File: config.mk
export PLATFORM = sky130hd
export DESIGN_NAME = spcg_top
export DESIGN_NICKNAME = d
export VERILOG_FILES = /design/src/design/spcg_top.v
export VERILOG_INCLUDE_DIRS = /design/src /design/src/design
export SDC_FILE = /design/constraint.sdc
export NUM_CORES = 1
export LEC_CHECK = 0
export ABC_AREA = 1
export BUFFER_PORTS_ARGS = -buffer_cell sky130_fd_sc_hd__buf_2
export CORE_MARGIN = 2
export CORE_UTILIZATION = 42
export DETAILED_ROUTE_END_ITERATION = 8
export PLACE_DENSITY = 0.72
export SLEW_MARGIN = 10
export SYNTH_ARGS = -nofsm -noshare
export SYNTH_HDL_FRONTEND = slang
export SYNTH_SLANG_ARGS = --single-unit
File: constraint.sdc
create_clock -name clk_i -period 1.85 [get_ports clk_i]
set_clock_uncertainty 0.05 [all_clocks]
set_input_delay 0.4625 -clock clk_i [delete_from_list [all_inputs] [get_ports clk_i]]
set_output_delay 0.4625 -clock clk_i [all_outputs]
set_load 0.03 [all_outputs]
File: src/design/spcg_consts.vh
// Constants for the sleep-mode port clock gating block
// How it works
// RULE1 - Each of ports A to H has its own sleep clock enable, port H at bit 7 down to port A at bit 0.
// RULE2 - A set enable keeps its port clocked during sleep so the port works normally.
// RULE3 - A clear enable stops its port clock during sleep and leaves the port disabled.
// RULE4 - A read or write aimed at a port whose clock is off gets a bus fault, not a normal finish.
// RULE5 - Reset clears every enable to zero, so every port starts unclocked.
// RULE6 - Bits 31 to 8 of the enable register are read-only, read as zero and ignore writes.
// RULE7 - Software keeps the reserved bits as read when it does a read-modify-write.
// RULE8 - The register at offset 0x118 is the source of port enables during sleep.
// RULE9 - Sleep enables replace run enables only while automatic gating is selected.
// RULE10 - Software must enable each port it needs before using it, since none is clocked at reset.
// RULE11 - An enable change reaches the port clock glitch-free, no earlier than the cycle after the write.
`ifndef SPCG_CONSTS_VH
`define SPCG_CONSTS_VH

// Byte offsets of the registers
`define SPCG_OFS_SLEEP_EN 12'h118
`define SPCG_OFS_FAULT_STAT 12'h200
`define SPCG_OFS_FAULT_MASK 12'h204
`define SPCG_OFS_ACTIVE_EN 12'h208

// Field layout of the enable byte
`define SPCG_PORT_A 0
`define SPCG_PORT_H 7
`define SPCG_NPORTS 8

// Reset values
`define SPCG_RST_SLEEP_EN 8'h00
`define SPCG_RST_FAULT_STAT 8'h00
`define SPCG_RST_FAULT_MASK 8'h00
`define SPCG_RST_DATA 32'h00000000

`endif

File: src/design/spcg_top.v
// Sleep-mode port clock gating register with bus-fault check and fault interrupt
`timescale 1ns/10ps
`include "spcg_consts.vh"

module spcg_top #(
  parameter AW = 12
) (
  // Clock and reset
  input wire clk_i,
  input wire rst_i,
  // Wishbone slave
  input wire [AW-1:0] adr_i,
  input wire [31:0] dat_i,
  input wire [3:0] sel_i,
  input wire we_i,
  input wire cyc_i,
  input wire stb_i,
  output reg [31:0] dat_o,
  output reg ack_o,
  output reg err_o,
  // System power state and run-mode settings
  input wire sleep_i,
  input wire auto_clock_gating_select_i,
  input wire [7:0] run_port_clock_enables_i,
  // Accesses from the system bus towards the ports
  input wire port_req_i,
  input wire [2:0] port_idx_i,
  output reg port_done_o,
  output reg port_fault_o,
  // Per-port clock enables, for an integrated clock-gate cell per port
  output reg [7:0] port_clk_en_o,
  // Interrupt
  output reg irq_o
);

  reg [7:0] sleep_en_q;
  reg [7:0] fault_stat_q;
  reg [7:0] fault_mask_q;
  reg [7:0] sleep_en_d;
  reg [7:0] fault_stat_d;
  reg [7:0] fault_mask_d;
  reg [7:0] active_en;
  reg [7:0] fault_set;
  reg [31:0] rd_data;
  reg hit;
  wire req;
  wire wr_now;

  // Byte-address match on a full word, low two bits must be zero
  function match;
    input [AW-1:0] a;
    input [11:0] ofs;
    begin
      match = (a == ofs[AW-1:0]);
    end
  endfunction

  // Widens an 8-bit field to a bus word, upper bits zero
  function [31:0] word8;
    input [7:0] v;
    begin
      word8 = {24'h000000, v};
    end
  endfunction

  assign req = cyc_i & stb_i & ~ack_o & ~err_o;
  // Writes land at the edge where the master sees ack high
  assign wr_now = cyc_i & stb_i & we_i & ack_o & sel_i[0];

  // Enables in force now: sleep set only under automatic gating
  always @* begin
    if (sleep_i && auto_clock_gating_select_i) begin // see RULE9
      active_en = sleep_en_q; // see RULE2 see RULE3 see RULE8
    end else begin
      active_en = run_port_clock_enables_i;
    end
  end

  // Address decode and read mux
  always @* begin
    hit = 1'b1;
    rd_data = `SPCG_RST_DATA;
    if (match(adr_i, `SPCG_OFS_SLEEP_EN)) begin
      rd_data = word8(sleep_en_q); // see RULE6
    end else if (match(adr_i, `SPCG_OFS_FAULT_STAT)) begin
      rd_data = word8(fault_stat_q);
    end else if (match(adr_i, `SPCG_OFS_FAULT_MASK)) begin
      rd_data = word8(fault_mask_q);
    end else if (match(adr_i, `SPCG_OFS_ACTIVE_EN)) begin
      rd_data = word8(port_clk_en_o);
    end else begin
      hit = 1'b0;
    end
  end

  // A port access faults when that port is unclocked right now
  always @* begin
    fault_set = 8'h00;
    if (port_req_i && !port_clk_en_o[port_idx_i]) begin // see RULE4
      fault_set[port_idx_i] = 1'b1;
    end
  end

  // Next register values; only bits 7:0 are writable
  always @* begin
    sleep_en_d = sleep_en_q;
    fault_mask_d = fault_mask_q;
    fault_stat_d = fault_stat_q;
    if (wr_now && match(adr_i, `SPCG_OFS_SLEEP_EN)) begin
      sleep_en_d = dat_i[`SPCG_PORT_H:`SPCG_PORT_A]; // see RULE1 see RULE6
    end
    if (wr_now && match(adr_i, `SPCG_OFS_FAULT_MASK)) begin
      fault_mask_d = dat_i[7:0];
    end
    if (wr_now && match(adr_i, `SPCG_OFS_FAULT_STAT)) begin
      fault_stat_d = fault_stat_q & ~dat_i[7:0];
    end
    // A fault in the clearing cycle is kept
    fault_stat_d = fault_stat_d | fault_set;
  end

  always @(posedge clk_i) begin
    if (rst_i) begin
      sleep_en_q <= `SPCG_RST_SLEEP_EN; // see RULE5
      fault_stat_q <= `SPCG_RST_FAULT_STAT;
      fault_mask_q <= `SPCG_RST_FAULT_MASK;
      port_clk_en_o <= `SPCG_RST_SLEEP_EN; // see RULE5
      port_done_o <= 1'b0;
      port_fault_o <= 1'b0;
      irq_o <= 1'b0;
      ack_o <= 1'b0;
      err_o <= 1'b0;
      dat_o <= `SPCG_RST_DATA;
    end else begin
      sleep_en_q <= sleep_en_d;
      fault_stat_q <= fault_stat_d;
      fault_mask_q <= fault_mask_d;
      // Registered enable changes only at a clock edge, so the gate cell never sees a
      // mid-cycle change; a write shows here one cycle after it lands
      port_clk_en_o <= active_en; // see RULE11
      port_done_o <= port_req_i & port_clk_en_o[port_idx_i];
      port_fault_o <= port_req_i & ~port_clk_en_o[port_idx_i]; // see RULE4
      irq_o <= |(fault_stat_d & fault_mask_d);
      ack_o <= req & hit;
      err_o <= req & ~hit;
      if (req) begin
        dat_o <= hit ? rd_data : `SPCG_RST_DATA;
      end
    end
  end

endmodule // spcg_top

After elaboration in Yosys (flattened, before gate mapping) --
Cells that the tools add are included.
Cells by class: order comparisons 2, muxes and demuxes 17, bitwise gates (word level) 18, eq/ne operators 4, reductions and logical operators 8
Operator list (number):
- $mux W8 | 8
- $eq A12 B10 Y1 const B | 3
- $mux W32 | 1
- $and A8 B8 Y8 | 2
- $eq A12 B9 Y1 const B | 1
- $and A1 B1 Y1 | 10
- $not A8 Y8 | 1
- $or A8 B8 Y8 | 1
- $reduce_or A8 Y1 | 1
- $logic_and A1 B1 Y1 | 6
- $mux W1 | 6
- $lt A3 B4 Y1 const B | 1
- $not A1 Y1 | 4
- $bmux W1 S3 | 1
- $demux W1 S3 | 1
- $ge A3 B1 Y1 const B | 1
- $logic_not A1 Y1 | 1
Word-level totals: word-level logic and storage cells 59, register bits 69, output and inout bits 45

Logic depth before layout (Yosys ltp) --
Gate-level depths: netlist of run 1.
depth in word-level cells 9, gate-level depth with buffers 13, mapped depth without buffers 13

Worst setup path before layout of run 1 --
Ideal clock, no wire load.
path type register -> register, from register ack_o, to register irq_o, stages on the path, launching flop included 12, required time 1668 ps, buffers on the path 0, setup time 132 ps, arrival 1590 ps, setup slack 77 ps, path through dfxtp_1 nand3_1 nor2_1 nand3_2 inv_1 nand2_1 nand2_1 nand2_1 nand2_1 nand2_1 nor2_1 a21oi_1
On the way: longest elaborated chain between the ends 7
RTL lines:
- start: declaration | line spcg_top.v:19 | output reg ack_o,
- start signal: assignment | line spcg_top.v:144 | ack_o <= req & hit;
- $and A1 B1 Y1 * (2 in a row) | line spcg_top.v:68 | assign wr_now = cyc_i & stb_i & we_i & ack_o & sel_i[0];
- $logic_and A1 B1 Y1 | line spcg_top.v:115 | if (wr_now && match(adr_i, `SPCG_OFS_FAULT_STAT)) begin
- $mux W8 | line spcg_top.v:115
- $or A8 B8 Y8 | line spcg_top.v:119 | fault_stat_d = fault_stat_d | fault_set;
- $and A8 B8 Y8 * | line spcg_top.v:143 | irq_o <= |(fault_stat_d & fault_mask_d);
- $reduce_or A8 Y1 * | line spcg_top.v:143
- end signal: assignment | line spcg_top.v:143
- end: declaration | line spcg_top.v:33 | output reg irq_o
Every way passes the cells marked *; elsewhere a longest branch is shown, timed or not. A chain may end at the register's enable or synchronous reset.

Worst setup path after layout of run 1 --
from input port adr_i[1], to register dat_o[7]
On the way: longest elaborated chain between the ends 6
RTL lines:
- start: declaration | line spcg_top.v:12 | input wire [AW-1:0] adr_i,
- $eq A12 B10 Y1 | line spcg_top.v:54 | match = (a == ofs[AW-1:0]);
- $mux W8 / $mux W1 (equally long branches) | line spcg_top.v:89 | end else if (match(adr_i, `SPCG_OFS_ACTIVE_EN)) begin
- $mux W8 / $mux W1 (equally long branches) | line spcg_top.v:87 | end else if (match(adr_i, `SPCG_OFS_FAULT_MASK)) begin
- $mux W8 / $mux W1 (equally long branches) | line spcg_top.v:85 | end else if (match(adr_i, `SPCG_OFS_FAULT_STAT)) begin
- $mux W8 / $mux W1 (equally long branches) | line spcg_top.v:83 | if (match(adr_i, `SPCG_OFS_SLEEP_EN)) begin
- $mux W32 (no source line) *
- end signal: assignment | line spcg_top.v:133 | dat_o <= `SPCG_RST_DATA;
- end signal: assignment | line spcg_top.v:147 | dat_o <= hit ? rd_data : `SPCG_RST_DATA;
- end: declaration | line spcg_top.v:18 | output reg [31:0] dat_o,
Marks and branches as above.

==> Implementation_results.wiki, run 1 <==
{| class="wikitable"
! Metric !! Value
|-
| Result of the run || completed
|-
| Nets || ~540
|-
| Worst-path fanout max || 11
|-
| Clock transition time at the flip-flop clock pins of the worst setup and hold paths || approximately 0.090 ns
|-
| Worst voltage drop across the vdd grid || around 0.00042 V
|-
| Static Leak || 1.61 nW
|-
| Die outline width || between 80 and 90 um
|-
| Most used cell along the critical path || sky130_fd_sc_hd__nand2_1
|-
| Synthesis-to-finish area growth || 29.2%
|-
| Die span in y || roughly 82 um
|-
| Endpoints failing hold || 0
|-
| Hold Worst Slack || between 0.3 and 0.4 ns
|-
| Pwr per Cell Area || approximately 640 mW/mm2
|-
| Final period utilization || 0.938
|-
| Overall routed net length || around 7 mm
|-
| Number of port buffers || 60
|-
| Predominant post-synthesis flop cell || sky130_fd_sc_hd__dfxtp_1
|-
| Mapped cell area || between 0.002 and 0.003 mm2
|-
| Cell with the biggest individual delay on the critical path || sky130_fd_sc_hd__buf_4
|-
| Mean area per synthesized cell || around 7 um2
|-
| Top achievable clock speed || ~0.58 GHz
|-
| Xor/xnor cell area share of the yosys netlist || 0
|-
| Library cell occupying the most area in the post-synthesis netlist || sky130_fd_sc_hd__dfxtp_1
|-
| Routed wirelength normalized by instance count || between 10 and 15 um
|-
| Die footprint || roughly 0.0068 mm2
|-
| Critical Path Stages || 11
|-
| TritonCTS clock tree || yes
|-
| Number of nets with antenna violations after routing || 0
|-
| Top cell type's share of synthesized area || 0.349
|-
| Fin cells || between 500 and 600
|-
| Most instantiated cells after synthesis || sky130_fd_sc_hd__nand2_1 (96), sky130_fd_sc_hd__dfxtp_1 (45), sky130_fd_sc_hd__nor2_1 (36), sky130_fd_sc_hd__inv_1 (27)
|-
| Worst Hold Depth || 3
|-
| Mux share of post-synthesis cell area || 0
|-
| Cell chain of the critical path || buf_2, nor2_2, nand2_1, nor2_1, buf_4, o21ai_0, nand3_2, nand2_1, nor2_1, nand2_1, a21oi_1
|-
| Wire length of the first global-routing pass || about 11 mm
|-
| Synth warn || 0
|-
| Synth cell types || 31
|-
| Post-synthesis adder-cell area fraction || 0
|-
| Number of core rows || 28
|-
| Sum of internal, switching and leakage power || 0.00212 W
|-
| Leading cell types by total area after synthesis || sky130_fd_sc_hd__dfxtp_1 (35%), sky130_fd_sc_hd__nand2_1 (14%), sky130_fd_sc_hd__buf_4 (7.3%)
|-
| WP buf/inv || 2
|-
| Post-synthesis async set-or-reset flop share || 0
|-
| Final GP Congestion || 0.898
|-
| Critical path data required time || 2.04 ns
|-
| Simple-gate share of the synthesized area || 0.381
|-
| Period minus WS final || 1.74 ns
|-
| Count of flip-flops with a built-in enable after synthesis || 0
|-
| Crit path DAT || 1.92 ns
|-
| Count of boundary I/O pins || 112
|-
| Number of antenna violations at the first check in global routing || 0
|-
| TritonCTS sink count || between 40 and 50
|-
| End-of-flow core utilization || 0.563
|-
| Gate Count Post-Synth || roughly 370
|-
| Clock H-tree levels || 2
|-
| Post-synthesis compound-gate area fraction || 0.127
|-
| Cells after DPL || 540
|-
| Violation count after the first detailed-route iteration || 98
|-
| Global route overflow || 0
|-
| Latest clock arrival within the worst-skew pair || about 0.30 ns
|-
| Max clock buf depth || 2
|-
| Via count of the first global-routing pass || between 2000 and 2500
|-
| Number of failing setup endpoints in the final timing report || 0
|-
| Share of final-layout standard cells stronger than drive strength 1 || 0.311
|-
| Number of antenna diodes || 0
|-
| Class of the tightest hold or removal check || primary input to flip-flop
|-
| HPWL after detailed placement || 5.50 mm
|-
| Sequential share of the synthesized area || 0.349
|-
| Kind of cell adding the most delay to the critical path || simple AND/OR/NAND/NOR gates
|-
| Pin count of the biggest net entering global routing || 29
|-
| FF+latch count, synth || 45
|-
| Initial DRT Pass Iterations || 4
|-
| Count of max-cap constraint violations || 0
|-
| Crit-path max cell delay || about 0.26 ns
|-
| Main combinational cell family by area after synthesis || simple AND/OR/NAND/NOR gates
|-
| Floorplan core area || between 0.005 and 0.006 mm2
|-
| Residual DRC count || 0
|-
| Starting utilization of the core area || 0.436
|-
| Worst Reg-to-Reg Cells || 12
|-
| Vias per cell || ~5
|-
| Final setup TNS || 0 ns
|-
| Final count of pins violating max slew || 0
|-
| Launching element type of the critical path || primary input
|-
| Clock root buffer || sky130_fd_sc_hd__clkbuf_8
|-
| Element type at the critical path end || flip-flop
|-
| Unrepaired setup endpoints after global routing || no
|-
| Vias after detailed routing || 2679
|-
| Global-route usage over all layers || 0.218
|-
| Number of buffers inserted during clock tree synthesis || 5
|-
| Count leader, synth || sky130_fd_sc_hd__nand2_1
|-
| Kind of critical path || primary input to flip-flop
|}
## final timing paths
| kind | from | to | slack [ns] |
|---|---|---|---|
| worst max-delay path | adr_i[1] | dat_o[7] | 0.11 |
| worst min-delay path | run_port_clock_enables_i[1] | port_clk_en_o[1] | 0.38 |
| worst max register to register | ack_o | irq_o | 0.19 |
| worst min register to register | dat_o[5] | dat_o[5] | 0.42 |
## layout make-up
| cell class | count | area [um2] |
|---|---|---|
| Sequential cell | 45 | 902 |
| Clock inverter | 2 | 37.5 |
| Inverter | 33 | 124 |
| Multi-Input combinational cell | 279 | 1410 |
| Tap cell | 75 | 93.8 |
| Fill cell | 593 | 2590 |
| Timing Repair Buffer | 108 | 686 |
| Clock buffer | 6 | 82.6 |
## power by group
part / internal [W] / leakage (nW) / switching [W]
clock network: 0.000439 / 0.0574 / 0.000342
logic: 0.000111 / 1.19 / 0.000228
registers: 0.000989 / 0.366 / 0.0000136
## through the flow
stage	worst slack [ns]	area [um2]
finish	0.115	3330
global route	0.000584	3330
CTS	0.142	3330
detailed placement	-0.166	3210
global placement	-0.132	3210
floorplan	0.0772	2670
## cell usage in the layout (no fill, tap or decap), drive strengths merged, types with 16 or more instances in the layout
| cell | netlist | routed |
|---|---|---|
| conb | 1 | 24 |
| dfxtp | 45 | 45 |
| nand4 | 25 | 25 |
| buf | 29 | 108 |
| a21oi | 23 | 23 |
| inv | 32 | 32 |
| a211oi | 16 | 16 |
| nand3 | 25 | 25 |
| nand2 | 100 | 100 |
| nor2 | 42 | 42 |
## routing by layer
metal / vias to the layer above / wire length (um) / GRT usage
met5: - / 0 / 0
met2: 81 / 3430 / 0.398
met4: 0 / 229 / 0.0900
li1: 1398 / - / -
met1: 1181 / 3030 / 0.252
met3: 19 / 342 / 0.0315
## what timing repair did
action,CTS,global route
resized for setup,0,3
setup buffers,0,0
hold buffers,0,0
setup endpoints to repair,0,1
## sequential cells by signal (all words and copies together) (netlist names)
name / flops
ack_o: 1
dat_o: 8
err_o: 1
fault_mask_q: 8
fault_stat_q: 8
irq_o: 1
port_clk_en_o: 8
port_done_o: 1
port_fault_o: 1
sleep_en_q: 8
## cells by family (layout without fill, tap and decap cells)
| family | after synthesis | count (layout) |
|---|---|---|
| simple gates | 207 | 207 |
| buf+inv | 68 | 149 |
| compound gates | 48 | 48 |
| flops | 45 | 45 |
| other cells | 1 | 24 |
## worst reg2reg max path: stages, from the launching register on
cell	delay (ns)
sky130_fd_sc_hd__dfxtp_2	0.35
sky130_fd_sc_hd__nand3_1	0.08
sky130_fd_sc_hd__nor2_1	0.11
sky130_fd_sc_hd__buf_4	0.16
sky130_fd_sc_hd__buf_4	0.11
sky130_fd_sc_hd__inv_2	0.05
sky130_fd_sc_hd__nor2_8	0.17
sky130_fd_sc_hd__nand2_1	0.07
sky130_fd_sc_hd__o21ai_1	0.10
sky130_fd_sc_hd__nand2_1	0.07
sky130_fd_sc_hd__nand2_1	0.08
sky130_fd_sc_hd__nor2_1	0.06
sky130_fd_sc_hd__a21oi_1	0.13
Power figures use the tool's default switching activity.
==> inputs of run 2 (changes only) <==
--- a/config.mk
+++ b/config.mk
@@ -8,7 +8,7 @@
 export LEC_CHECK = 0
 export ABC_AREA = 1
 export BUFFER_PORTS_ARGS = -buffer_cell sky130_fd_sc_hd__buf_2
-export CORE_MARGIN = 2
+export CORE_ASPECT_RATIO = 1.5
 export CORE_UTILIZATION = 42
 export DETAILED_ROUTE_END_ITERATION = 8
 export PLACE_DENSITY = 0.72
==> run 2 against run 1 <==
- final cell count is 0.36% lower
- combinational power hardly changed
- via count is 5.0% higher
- setup slack better by 0.021 ns
- sequential power hardly changed
- global-route usage is 1.0 points higher
- worst hold slack better by 0.0033 ns
- total power is 0.51% lower
- design area is 0.64% lower
- critical path depth is 2 higher
- critical path type unchanged
- largest cell class unchanged
- largest power group unchanged
==> Implementation_results.wiki, run 2 (synthesis gave the netlist of run 1 again) <==
{| class="wikitable"
! Metric !! Value
|-
| Clock transition time at the flip-flop clock pins of the worst setup and hold paths || 0.08 ns (was 0.09 ns)
|-
| Clock root buffer || sky130_fd_sc_hd__clkbuf_8 (unchanged)
|-
| Metal1 wirelength || 2.69 mm (was 3.03 mm)
|-
| Wire length of the first global-routing pass || 11.2 mm (was 11.1 mm)
|-
| Die footprint || 0.00647 mm2 (was 0.00679 mm2)
|-
| Result of the run || completed (unchanged)
|-
| Switching pwr || 0.000572 W (was 0.000583 W)
|-
| Crit-path max cell delay || 0.24 ns (was 0.26 ns)
|-
| Cells after DPL || 538 (was 540)
|-
| Sum of met3 wire segment lengths after detailed routing || 390 um (was 342 um)
|-
| Number of buffers inserted during clock tree synthesis || 5 (unchanged)
|-
| Fill cell count || 588 (was 593)
|-
| Element type at the critical path end || flip-flop (unchanged)
|-
| Worst reg2reg endpoint || irq_o (unchanged)
|-
| Number of nets with antenna violations after routing || 0 (unchanged)
|-
| Most common cell after layout, fill and taps aside || sky130_fd_sc_hd__nand2_1 (unchanged)
|-
| Launching element type of the critical path || primary input (unchanged)
|-
| Final count of pins violating max slew || 0 (unchanged)
|-
| Highest-count cells in the layout ignoring fill and taps || sky130_fd_sc_hd__nand2_1 (96), sky130_fd_sc_hd__buf_2 (60), sky130_fd_sc_hd__buf_4 (48), sky130_fd_sc_hd__dfxtp_1 (45), sky130_fd_sc_hd__nor2_1 (36) (was sky130_fd_sc_hd__nand2_1 (96), sky130_fd_sc_hd__buf_2 (60), sky130_fd_sc_hd__buf_4 (46), sky130_fd_sc_hd__dfxtp_1 (44), sky130_fd_sc_hd__nor2_1 (36))
|-
| Critical Path Stages || 13 (was 11)
|-
| HPWL after detailed placement || 5.54 mm (was 5.50 mm)
|-
| Destination of the worst hold path || port_clk_en_o[6] (was port_clk_en_o[1])
|-
| Top achievable clock speed || 0.583 GHz (was 0.576 GHz)
|-
| Crit path DAT || 1.85 ns (was 1.92 ns)
|-
| Cell chain of the critical path || buf_2, nor2_2, nand2_1, nor2_1, nand3_2, inv_1, nand2_1, nand2_1, nand2_1, nand2_1, nand2_1, nor2_1, a21oi_1 (was buf_2, nor2_2, nand2_1, nor2_1, buf_4, o21ai_0, nand3_2, nand2_1, nor2_1, nand2_1, a21oi_1)
|-
| Routed wirelength normalized by instance count || 13.0 um (was 12.8 um)
|-
| Share of final-layout standard cells stronger than drive strength 1 || 0.306 (was 0.311)
|-
| Number of failing setup endpoints in the final timing report || 0 (unchanged)
|-
| Static Leak || 1.61 nW (about the same)
|-
| Starting utilization of the core area || 0.440 (was 0.436)
|-
| Number of antenna violations at the first check in global routing || 0 (unchanged)
|-
| Post-CTS Hold Fix Bufs || 0 (unchanged)
|-
| Worst voltage drop across the vdd grid || 0.000578 V (was 0.000421 V)
|-
| Combinational fraction of design power || 0.161 (was 0.159)
|-
| FF-to-FF setup slack || 0.16 ns (was 0.19 ns)
|-
| Max Used Layer || met4 (unchanged)
|-
| TritonCTS clock tree || yes (unchanged)
|-
| Floorplan core area || 0.00587 mm2 (was 0.00592 mm2)
|-
| Fin cells || 546 (was 548)
|-
| Sequential cell fraction of total power || 0.476 (was 0.472)
|-
| Number of port buffers || 60 (unchanged)
|-
| Critical path data required time || 1.98 ns (was 2.04 ns)
|-
| Max clock buf depth || 2 (unchanged)
|-
| Pwr per Cell Area || 637 mW/mm2 (about the same)
|-
| Die span in y || 98.0 um (was 82.4 um)
|-
| Pin count of the biggest net entering global routing || 46 (was 29)
|-
| Via count of the first global-routing pass || 2497 (was 2498)
|-
| Design internal power || 0.00154 W (about the same)
|-
| Vias per cell || 5.15 (was 4.89)
|-
| Worst Reg-to-Reg Cells || 12 (unchanged)
|-
| Overall routed net length || 7.11 mm (was 7.03 mm)
|-
| Count of boundary I/O pins || 112 (unchanged)
|-
| Clock H-tree levels || 2 (unchanged)
|-
| Final GP Congestion || 0.909 (was 0.898)
|-
| Proportion of power drawn by the clock network || 0.363 (was 0.368)
|-
| Latest clock arrival within the worst-skew pair || 0.30 ns (about the same)
|-
| Synthesis-to-finish area growth || 28.4% (was 29.2%)
|-
| Residual DRC count || 0 (unchanged)
|-
| Endpoints failing hold || 0 (unchanged)
|-
| Non-Filler Cell Area, Final || 0.00331 mm2 (was 0.00333 mm2)
|-
| Violation count after the first detailed-route iteration || 116 (was 98)
|-
| Class of the tightest hold or removal check || primary input to flip-flop (unchanged)
|-
| Vias after detailed routing || 2813 (was 2679)
|-
| Beginning of the worst hold path || run_port_clock_enables_i[6] (was run_port_clock_enables_i[1])
|-
| Most used cell along the critical path || sky130_fd_sc_hd__nand2_1 (unchanged)
|-
| Number of core rows || 34 (was 28)
|-
| R2r startpoint || ack_o (unchanged)
|-
| Final period utilization || 0.927 (was 0.938)
|-
| Unrepaired setup endpoints after global routing || no (unchanged)
|-
| Count of max-cap constraint violations || 0 (unchanged)
|-
| Cell with the biggest individual delay on the critical path || sky130_fd_sc_hd__nor2_1 (was sky130_fd_sc_hd__buf_4)
|-
| Placed Instance Area || 0.00320 mm2 (was 0.00321 mm2)
|-
| Worst Hold Depth || 3 (unchanged)
|-
| Min setup slack post-route || 0.136 ns (was 0.115 ns)
|-
| TritonCTS sink count || 45 (unchanged)
|-
| Initial DRT Pass Iterations || 4 (unchanged)
|-
| Number of antenna diodes || 0 (unchanged)
|-
| Nets || 540 (was 539)
|-
| Switching power share of the total || 0.271 (was 0.275)
|-
| Kind of critical path || primary input to flip-flop (unchanged)
|-
| Period minus WS final || 1.71 ns (was 1.74 ns)
|-
| Kind of cell adding the most delay to the critical path || simple AND/OR/NAND/NOR gates (unchanged)
|-
| Global route overflow || 0 (unchanged)
|-
| Die outline width || 66.0 um (was 82.4 um)
|-
| Global-route usage over all layers || 0.228 (was 0.218)
|-
| Worst-path fanout max || 4 (was 11)
|-
| Post-Place Setup Slack || -0.171 ns (was -0.166 ns)
|-
| Met2 Routed Length || 3.62 mm (was 3.43 mm)
|-
| WP buf/inv || 2 (unchanged)
|}
## run 2: worst max path at each step
stage / startpoint / to / slack (ns)
floorplan: ack_o / irq_o / 0.08
global placement: adr_i[1] / dat_o[7] / -0.12
detailed placement: adr_i[1] / dat_o[7] / -0.17
CTS: adr_i[1] / irq_o / 0.13
global route: ack_o / irq_o / 0.02
finish: adr_i[1] / irq_o / 0.14
## run 2: worst reg2reg max path: stages, from the launching register on
cell,delay (ns)
sky130_fd_sc_hd__dfxtp_1,0.37
sky130_fd_sc_hd__nand3_1,0.09
sky130_fd_sc_hd__nor2_1,0.09
sky130_fd_sc_hd__buf_4,0.16
sky130_fd_sc_hd__nand3_2,0.15
sky130_fd_sc_hd__inv_1,0.15
sky130_fd_sc_hd__nand2_1,0.06
sky130_fd_sc_hd__nand2_1,0.07
sky130_fd_sc_hd__nand2_1,0.05
sky130_fd_sc_hd__nand2_1,0.05
sky130_fd_sc_hd__nand2_1,0.04
sky130_fd_sc_hd__nor2_1,0.13
sky130_fd_sc_hd__a21oi_1,0.10
## run 2: metrics by stage
stage	util	hold slack [ns]	power, W	setup TNS (ns)
global placement	0.545	0.403	0.00136	-0.494
detailed placement	0.545	0.408	0.00137	-1.10
CTS	0.564	0.393	0.00212	0
global route	0.564	0.389	0.00218	0
floorplan	-	0.412	0.00126	0
finish	0.564	0.388	0.00211	0
## run 2: layout make-up
type,count,area (um2),area share
clock buffer,7,86.3,0.0261
clock inverter,1,30.0,0.00906
inverter,33,124,0.0374
multi-input combinational,279,1400,0.423
sequential,45,901,0.272
tap,72,90.1,0.0272
timing repair buffer,109,681,0.205
## run 2: timing repair
action / 4_1_cts / 5_1_grt
gates resized for setup: 0 / 1
hold endpoints to repair: 0 / 0
buffers inserted: 0 / 0
endpoints found under the setup margin: 0 / 1
## run 2: power groups by stage
stage	Clock (W)	Sequential, W	Combinational, W
2_1_floorplan	0	0.00105	0.000207
3_3_place_gp	0	0.00103	0.000332
6_report	0.000766	0.00101	0.000340
5_1_grt	0.000806	0.00101	0.000369
4_1_cts	0.000771	0.00101	0.000340
3_5_place_dp	0	0.00103	0.000338
## run 2: routing by layer
layer / vias to the layer above / track usage
met4: 0 / 0.144
met5: - / 0
li1: 1398 / -
met3: 25 / 0.0257
met2: 122 / 0.404
met1: 1268 / 0.249
==> inputs of run 3 (changes only) <==
--- a/config.mk
+++ b/config.mk
@@ -16,3 +16,4 @@
 export SYNTH_ARGS = -nofsm -noshare
 export SYNTH_HDL_FRONTEND = slang
 export SYNTH_SLANG_ARGS = --single-unit
+export TNS_END_PERCENT = 1
==> constraint.sdc (replaced) <==
create_clock -name clk_i -period 1.85 [get_ports clk_i]
set_clock_uncertainty 0.05 [all_clocks]
set_input_delay 0.185 -clock clk_i [delete_from_list [all_inputs] [get_ports clk_i]]
set_output_delay 0.185 -clock clk_i [all_outputs]
set_load 0.03 [all_outputs]
==> run 3 against run 2 <==
- non-clock buffer count fell by 36
- die area did not move
- global-route usage fell by 0.93 points
- critical endpoint unchanged
- highest routed layer unchanged
==> Implementation_results.wiki, run 3 (synthesis gave the netlist of run 1 again) <==
{| class="wikitable"
! Metric !! Value
|-
| Result of the run || completed (unchanged)
|-
| Launching element type of the critical path || flip-flop (was primary input)
|-
| Max clock buf depth || 2 (unchanged)
|-
| Count of max-cap constraint violations || 0 (unchanged)
|-
| Kind of critical path || flip-flop to flip-flop (was primary input to flip-flop)
|-
| Period minus WS final || 1.69 ns (was 1.71 ns)
|-
| Highest-count cells in the layout ignoring fill and taps || sky130_fd_sc_hd__nand2_1 (96), sky130_fd_sc_hd__buf_2 (60), sky130_fd_sc_hd__dfxtp_1 (45), sky130_fd_sc_hd__nor2_1 (35), sky130_fd_sc_hd__inv_1 (26) (was sky130_fd_sc_hd__nand2_1 (96), sky130_fd_sc_hd__buf_2 (60), sky130_fd_sc_hd__buf_4 (48), sky130_fd_sc_hd__dfxtp_1 (45), sky130_fd_sc_hd__nor2_1 (36))
|-
| WP buf/inv || 1 (was 2)
|-
| Final GP Congestion || 0.931 (was 0.909)
|-
| Overall routed net length || 6.77 mm (was 7.11 mm)
|-
| Kind of cell adding the most delay to the critical path || simple AND/OR/NAND/NOR gates (unchanged)
|-
| Worst-path fanout max || 9 (was 4)
|-
| Global route overflow || 0 (unchanged)
|-
| Clock root buffer || sky130_fd_sc_hd__clkbuf_8 (unchanged)
|-
| Violation count after the first detailed-route iteration || 110 (was 116)
|-
| Starting utilization of the core area || 0.440 (unchanged)
|-
| FF-to-FF setup slack || 0.16 ns (about the same)
|-
| Die outline width || 66.0 um (unchanged)
|-
| Vias after detailed routing || 2649 (was 2813)
|-
| Initial DRT Pass Iterations || 4 (unchanged)
|-
| Number of failing setup endpoints in the final timing report || 0 (unchanged)
|-
| Final setup TNS || 0 ns (unchanged)
|-
| Endpoints failing hold || 0 (unchanged)
|-
| Number of antenna violations at the first check in global routing || 0 (unchanged)
|-
| Cell with the biggest individual delay on the critical path || sky130_fd_sc_hd__dfxtp_1 (was sky130_fd_sc_hd__nor2_1)
|-
| HPWL after detailed placement || 5.23 mm (was 5.54 mm)
|-
| Unrepaired setup endpoints after global routing || no (unchanged)
|-
| Element type at the critical path end || flip-flop (unchanged)
|-
| Vias per cell || 5.19 (was 5.15)
|-
| TritonCTS sink count || 45 (unchanged)
|-
| Floorplan core area || 0.00587 mm2 (unchanged)
|-
| Routed wirelength normalized by instance count || 13.3 um (was 13.0 um)
|-
| Clock H-tree levels || 2 (unchanged)
|-
| Pin count of the biggest net entering global routing || 29 (was 46)
|-
| Clock transition time at the flip-flop clock pins of the worst setup and hold paths || 0.08 ns (about the same)
|-
| Synthesis-to-finish area growth || 16.8% (was 28.4%)
|-
| Worst Reg-to-Reg Cells || 11 (was 12)
|-
| Top achievable clock speed || 0.591 GHz (was 0.583 GHz)
|-
| R2r startpoint || port_clk_en_o[5] (was ack_o)
|-
| Nets || 504 (was 540)
|-
| Slew at the pin closest to its max-slew limit || roughly 0.58 ns
|-
| Static Leak || 1.43 nW (was 1.61 nW)
|-
| Critical Path Stages || 11 (was 13)
|-
| Number of buffers inserted during clock tree synthesis || 5 (unchanged)
|-
| Number of antenna diodes || 0 (unchanged)
|-
| Final period utilization || 0.915 (was 0.927)
|-
| Destination of the worst hold path || port_clk_en_o[3] (was port_clk_en_o[6])
|-
| Fill cell count || 601 (was 588)
|-
| Tightest slew margin relative to the limit || 0.617
|-
| Most common cell after layout, fill and taps aside || sky130_fd_sc_hd__nand2_1 (unchanged)
|-
| Number of nets with antenna violations after routing || 0 (unchanged)
|-
| Final count of pins violating max slew || 0 (unchanged)
|-
| Share of final-layout standard cells stronger than drive strength 1 || 0.256 (was 0.306)
|-
| Most used cell along the critical path || sky130_fd_sc_hd__nand2_1 (unchanged)
|-
| Number of port buffers || 60 (unchanged)
|-
| Beginning of the worst hold path || run_port_clock_enables_i[3] (was run_port_clock_enables_i[6])
|-
| Cell chain of the critical path || inv_1, nand2_1, nand2_1, nor2_1, nor2_2, nand4_1, nand2_1, nand2_1, nand2_1, nor2_1, a21oi_1 (was buf_2, nor2_2, nand2_1, nor2_1, nand3_2, inv_1, nand2_1, nand2_1, nand2_1, nand2_1, nand2_1, nor2_1, a21oi_1)
|-
| Post-CTS Setup Repair Bufs || 0 (unchanged)
|-
| Pwr per Cell Area || 634 mW/mm2 (was 637 mW/mm2)
|-
| Global-route usage over all layers || 0.219 (was 0.228)
|-
| Count of boundary I/O pins || 112 (unchanged)
|-
| Latest clock arrival within the worst-skew pair || 0.30 ns (about the same)
|-
| Via count of the first global-routing pass || 2331 (was 2497)
|-
| Residual DRC count || 0 (unchanged)
|-
| Worst voltage drop across the vdd grid || 0.000493 V (was 0.000578 V)
|-
| End-of-flow core utilization || 0.514 (was 0.564)
|-
| Crit-path max cell delay || 0.35 ns (was 0.24 ns)
|-
| Crit path DAT || 1.87 ns (was 1.85 ns)
|-
| Class of the tightest hold or removal check || primary input to flip-flop (unchanged)
|-
| Number of core rows || 34 (unchanged)
|-
| Die span in y || 98.0 um (unchanged)
|-
| Critical path data required time || 2.03 ns (was 1.98 ns)
|-
| Wire length of the first global-routing pass || 10.8 mm (was 11.2 mm)
|-
| Worst Hold Depth || 3 (unchanged)
|-
| Worst reg2reg endpoint || irq_o (unchanged)
|-
| Die footprint || 0.00647 mm2 (unchanged)
|-
| Sum of internal, switching and leakage power || 0.00191 W (was 0.00211 W)
|-
| TritonCTS clock tree || yes (unchanged)
|}
==> run 3: worst max-delay path by stage <==
stage                     startpoint  slack (ns)    end
floorplan                      ack_o        0.08  irq_o
global placement           adr_i[11]        0.12  irq_o
detailed placement         adr_i[11]        0.07  irq_o
CTS                            ack_o        0.11  irq_o
global route        port_clk_en_o[5]        0.03  irq_o
finish              port_clk_en_o[5]        0.16  irq_o
==> run 3: worst reg2reg max path, stage by stage (launching register included) <==
cell and delay (ns):
sky130_fd_sc_hd__dfxtp_1 0.35, sky130_fd_sc_hd__inv_1 0.06, sky130_fd_sc_hd__nand2_1 0.04, sky130_fd_sc_hd__nand2_1 0.06
sky130_fd_sc_hd__nor2_1 0.04, sky130_fd_sc_hd__nor2_2 0.30, sky130_fd_sc_hd__nand4_1 0.28, sky130_fd_sc_hd__nand2_1 0.12
sky130_fd_sc_hd__nand2_1 0.05, sky130_fd_sc_hd__nand2_1 0.08, sky130_fd_sc_hd__nor2_1 0.05, sky130_fd_sc_hd__a21oi_1 0.14
==> run 3: timing repair <==
action / 4_1_cts / 5_1_grt
resized for setup: 0 / 2
hold buffers: 0 / 0
endpoints found under the setup margin: 0 / 1
==> run 3: through the flow <==
stage | instance area (um2) | setup slack (ns) | hold slack (ns) | std cells
floorplan | 2670 | 0.0772 | 0.304 | 392
detailed placement | 2930 | 0.0687 | 0.405 | 502
global route | 3020 | 0.0265 | 0.103 | 510
global placement | 2930 | 0.116 | 0.404 | 502
CTS | 3010 | 0.110 | 0.102 | 510
finish | 3020 | 0.157 | 0.105 | 510
==> run 3: area by class of cell <==
| cell class | instances | area, um2 | share of cell area |
|---|---|---|---|
| Tap cell | 72 | 90.1 | 0.0299 |
| Timing Repair Buffer | 73 | 410 | 0.136 |
| Inverter | 33 | 124 | 0.0411 |
| Clock buffer | 5 | 68.8 | 0.0228 |
| Clock inverter | 3 | 17.5 | 0.00581 |
| Multi-Input combinational cell | 279 | 1400 | 0.466 |
| Sequential cell | 45 | 901 | 0.299 |
==> run 3: power by group <==
part           internal [W]  switching (W)
combinational     0.0000830       0.000223
sequential         0.000989      0.0000185
clock              0.000261       0.000337
==> run 3: per-layer routing <==
layer | share of wire | up-vias | global-route usage
met1 | 0.40 | 1163 | 0.254
met4 | 0.077 | 0 | 0.165
met3 | 0.051 | 41 | 0.0350
met5 | 0 | - | 0
met2 | 0.47 | 125 | 0.351
li1 | - | 1320 | -
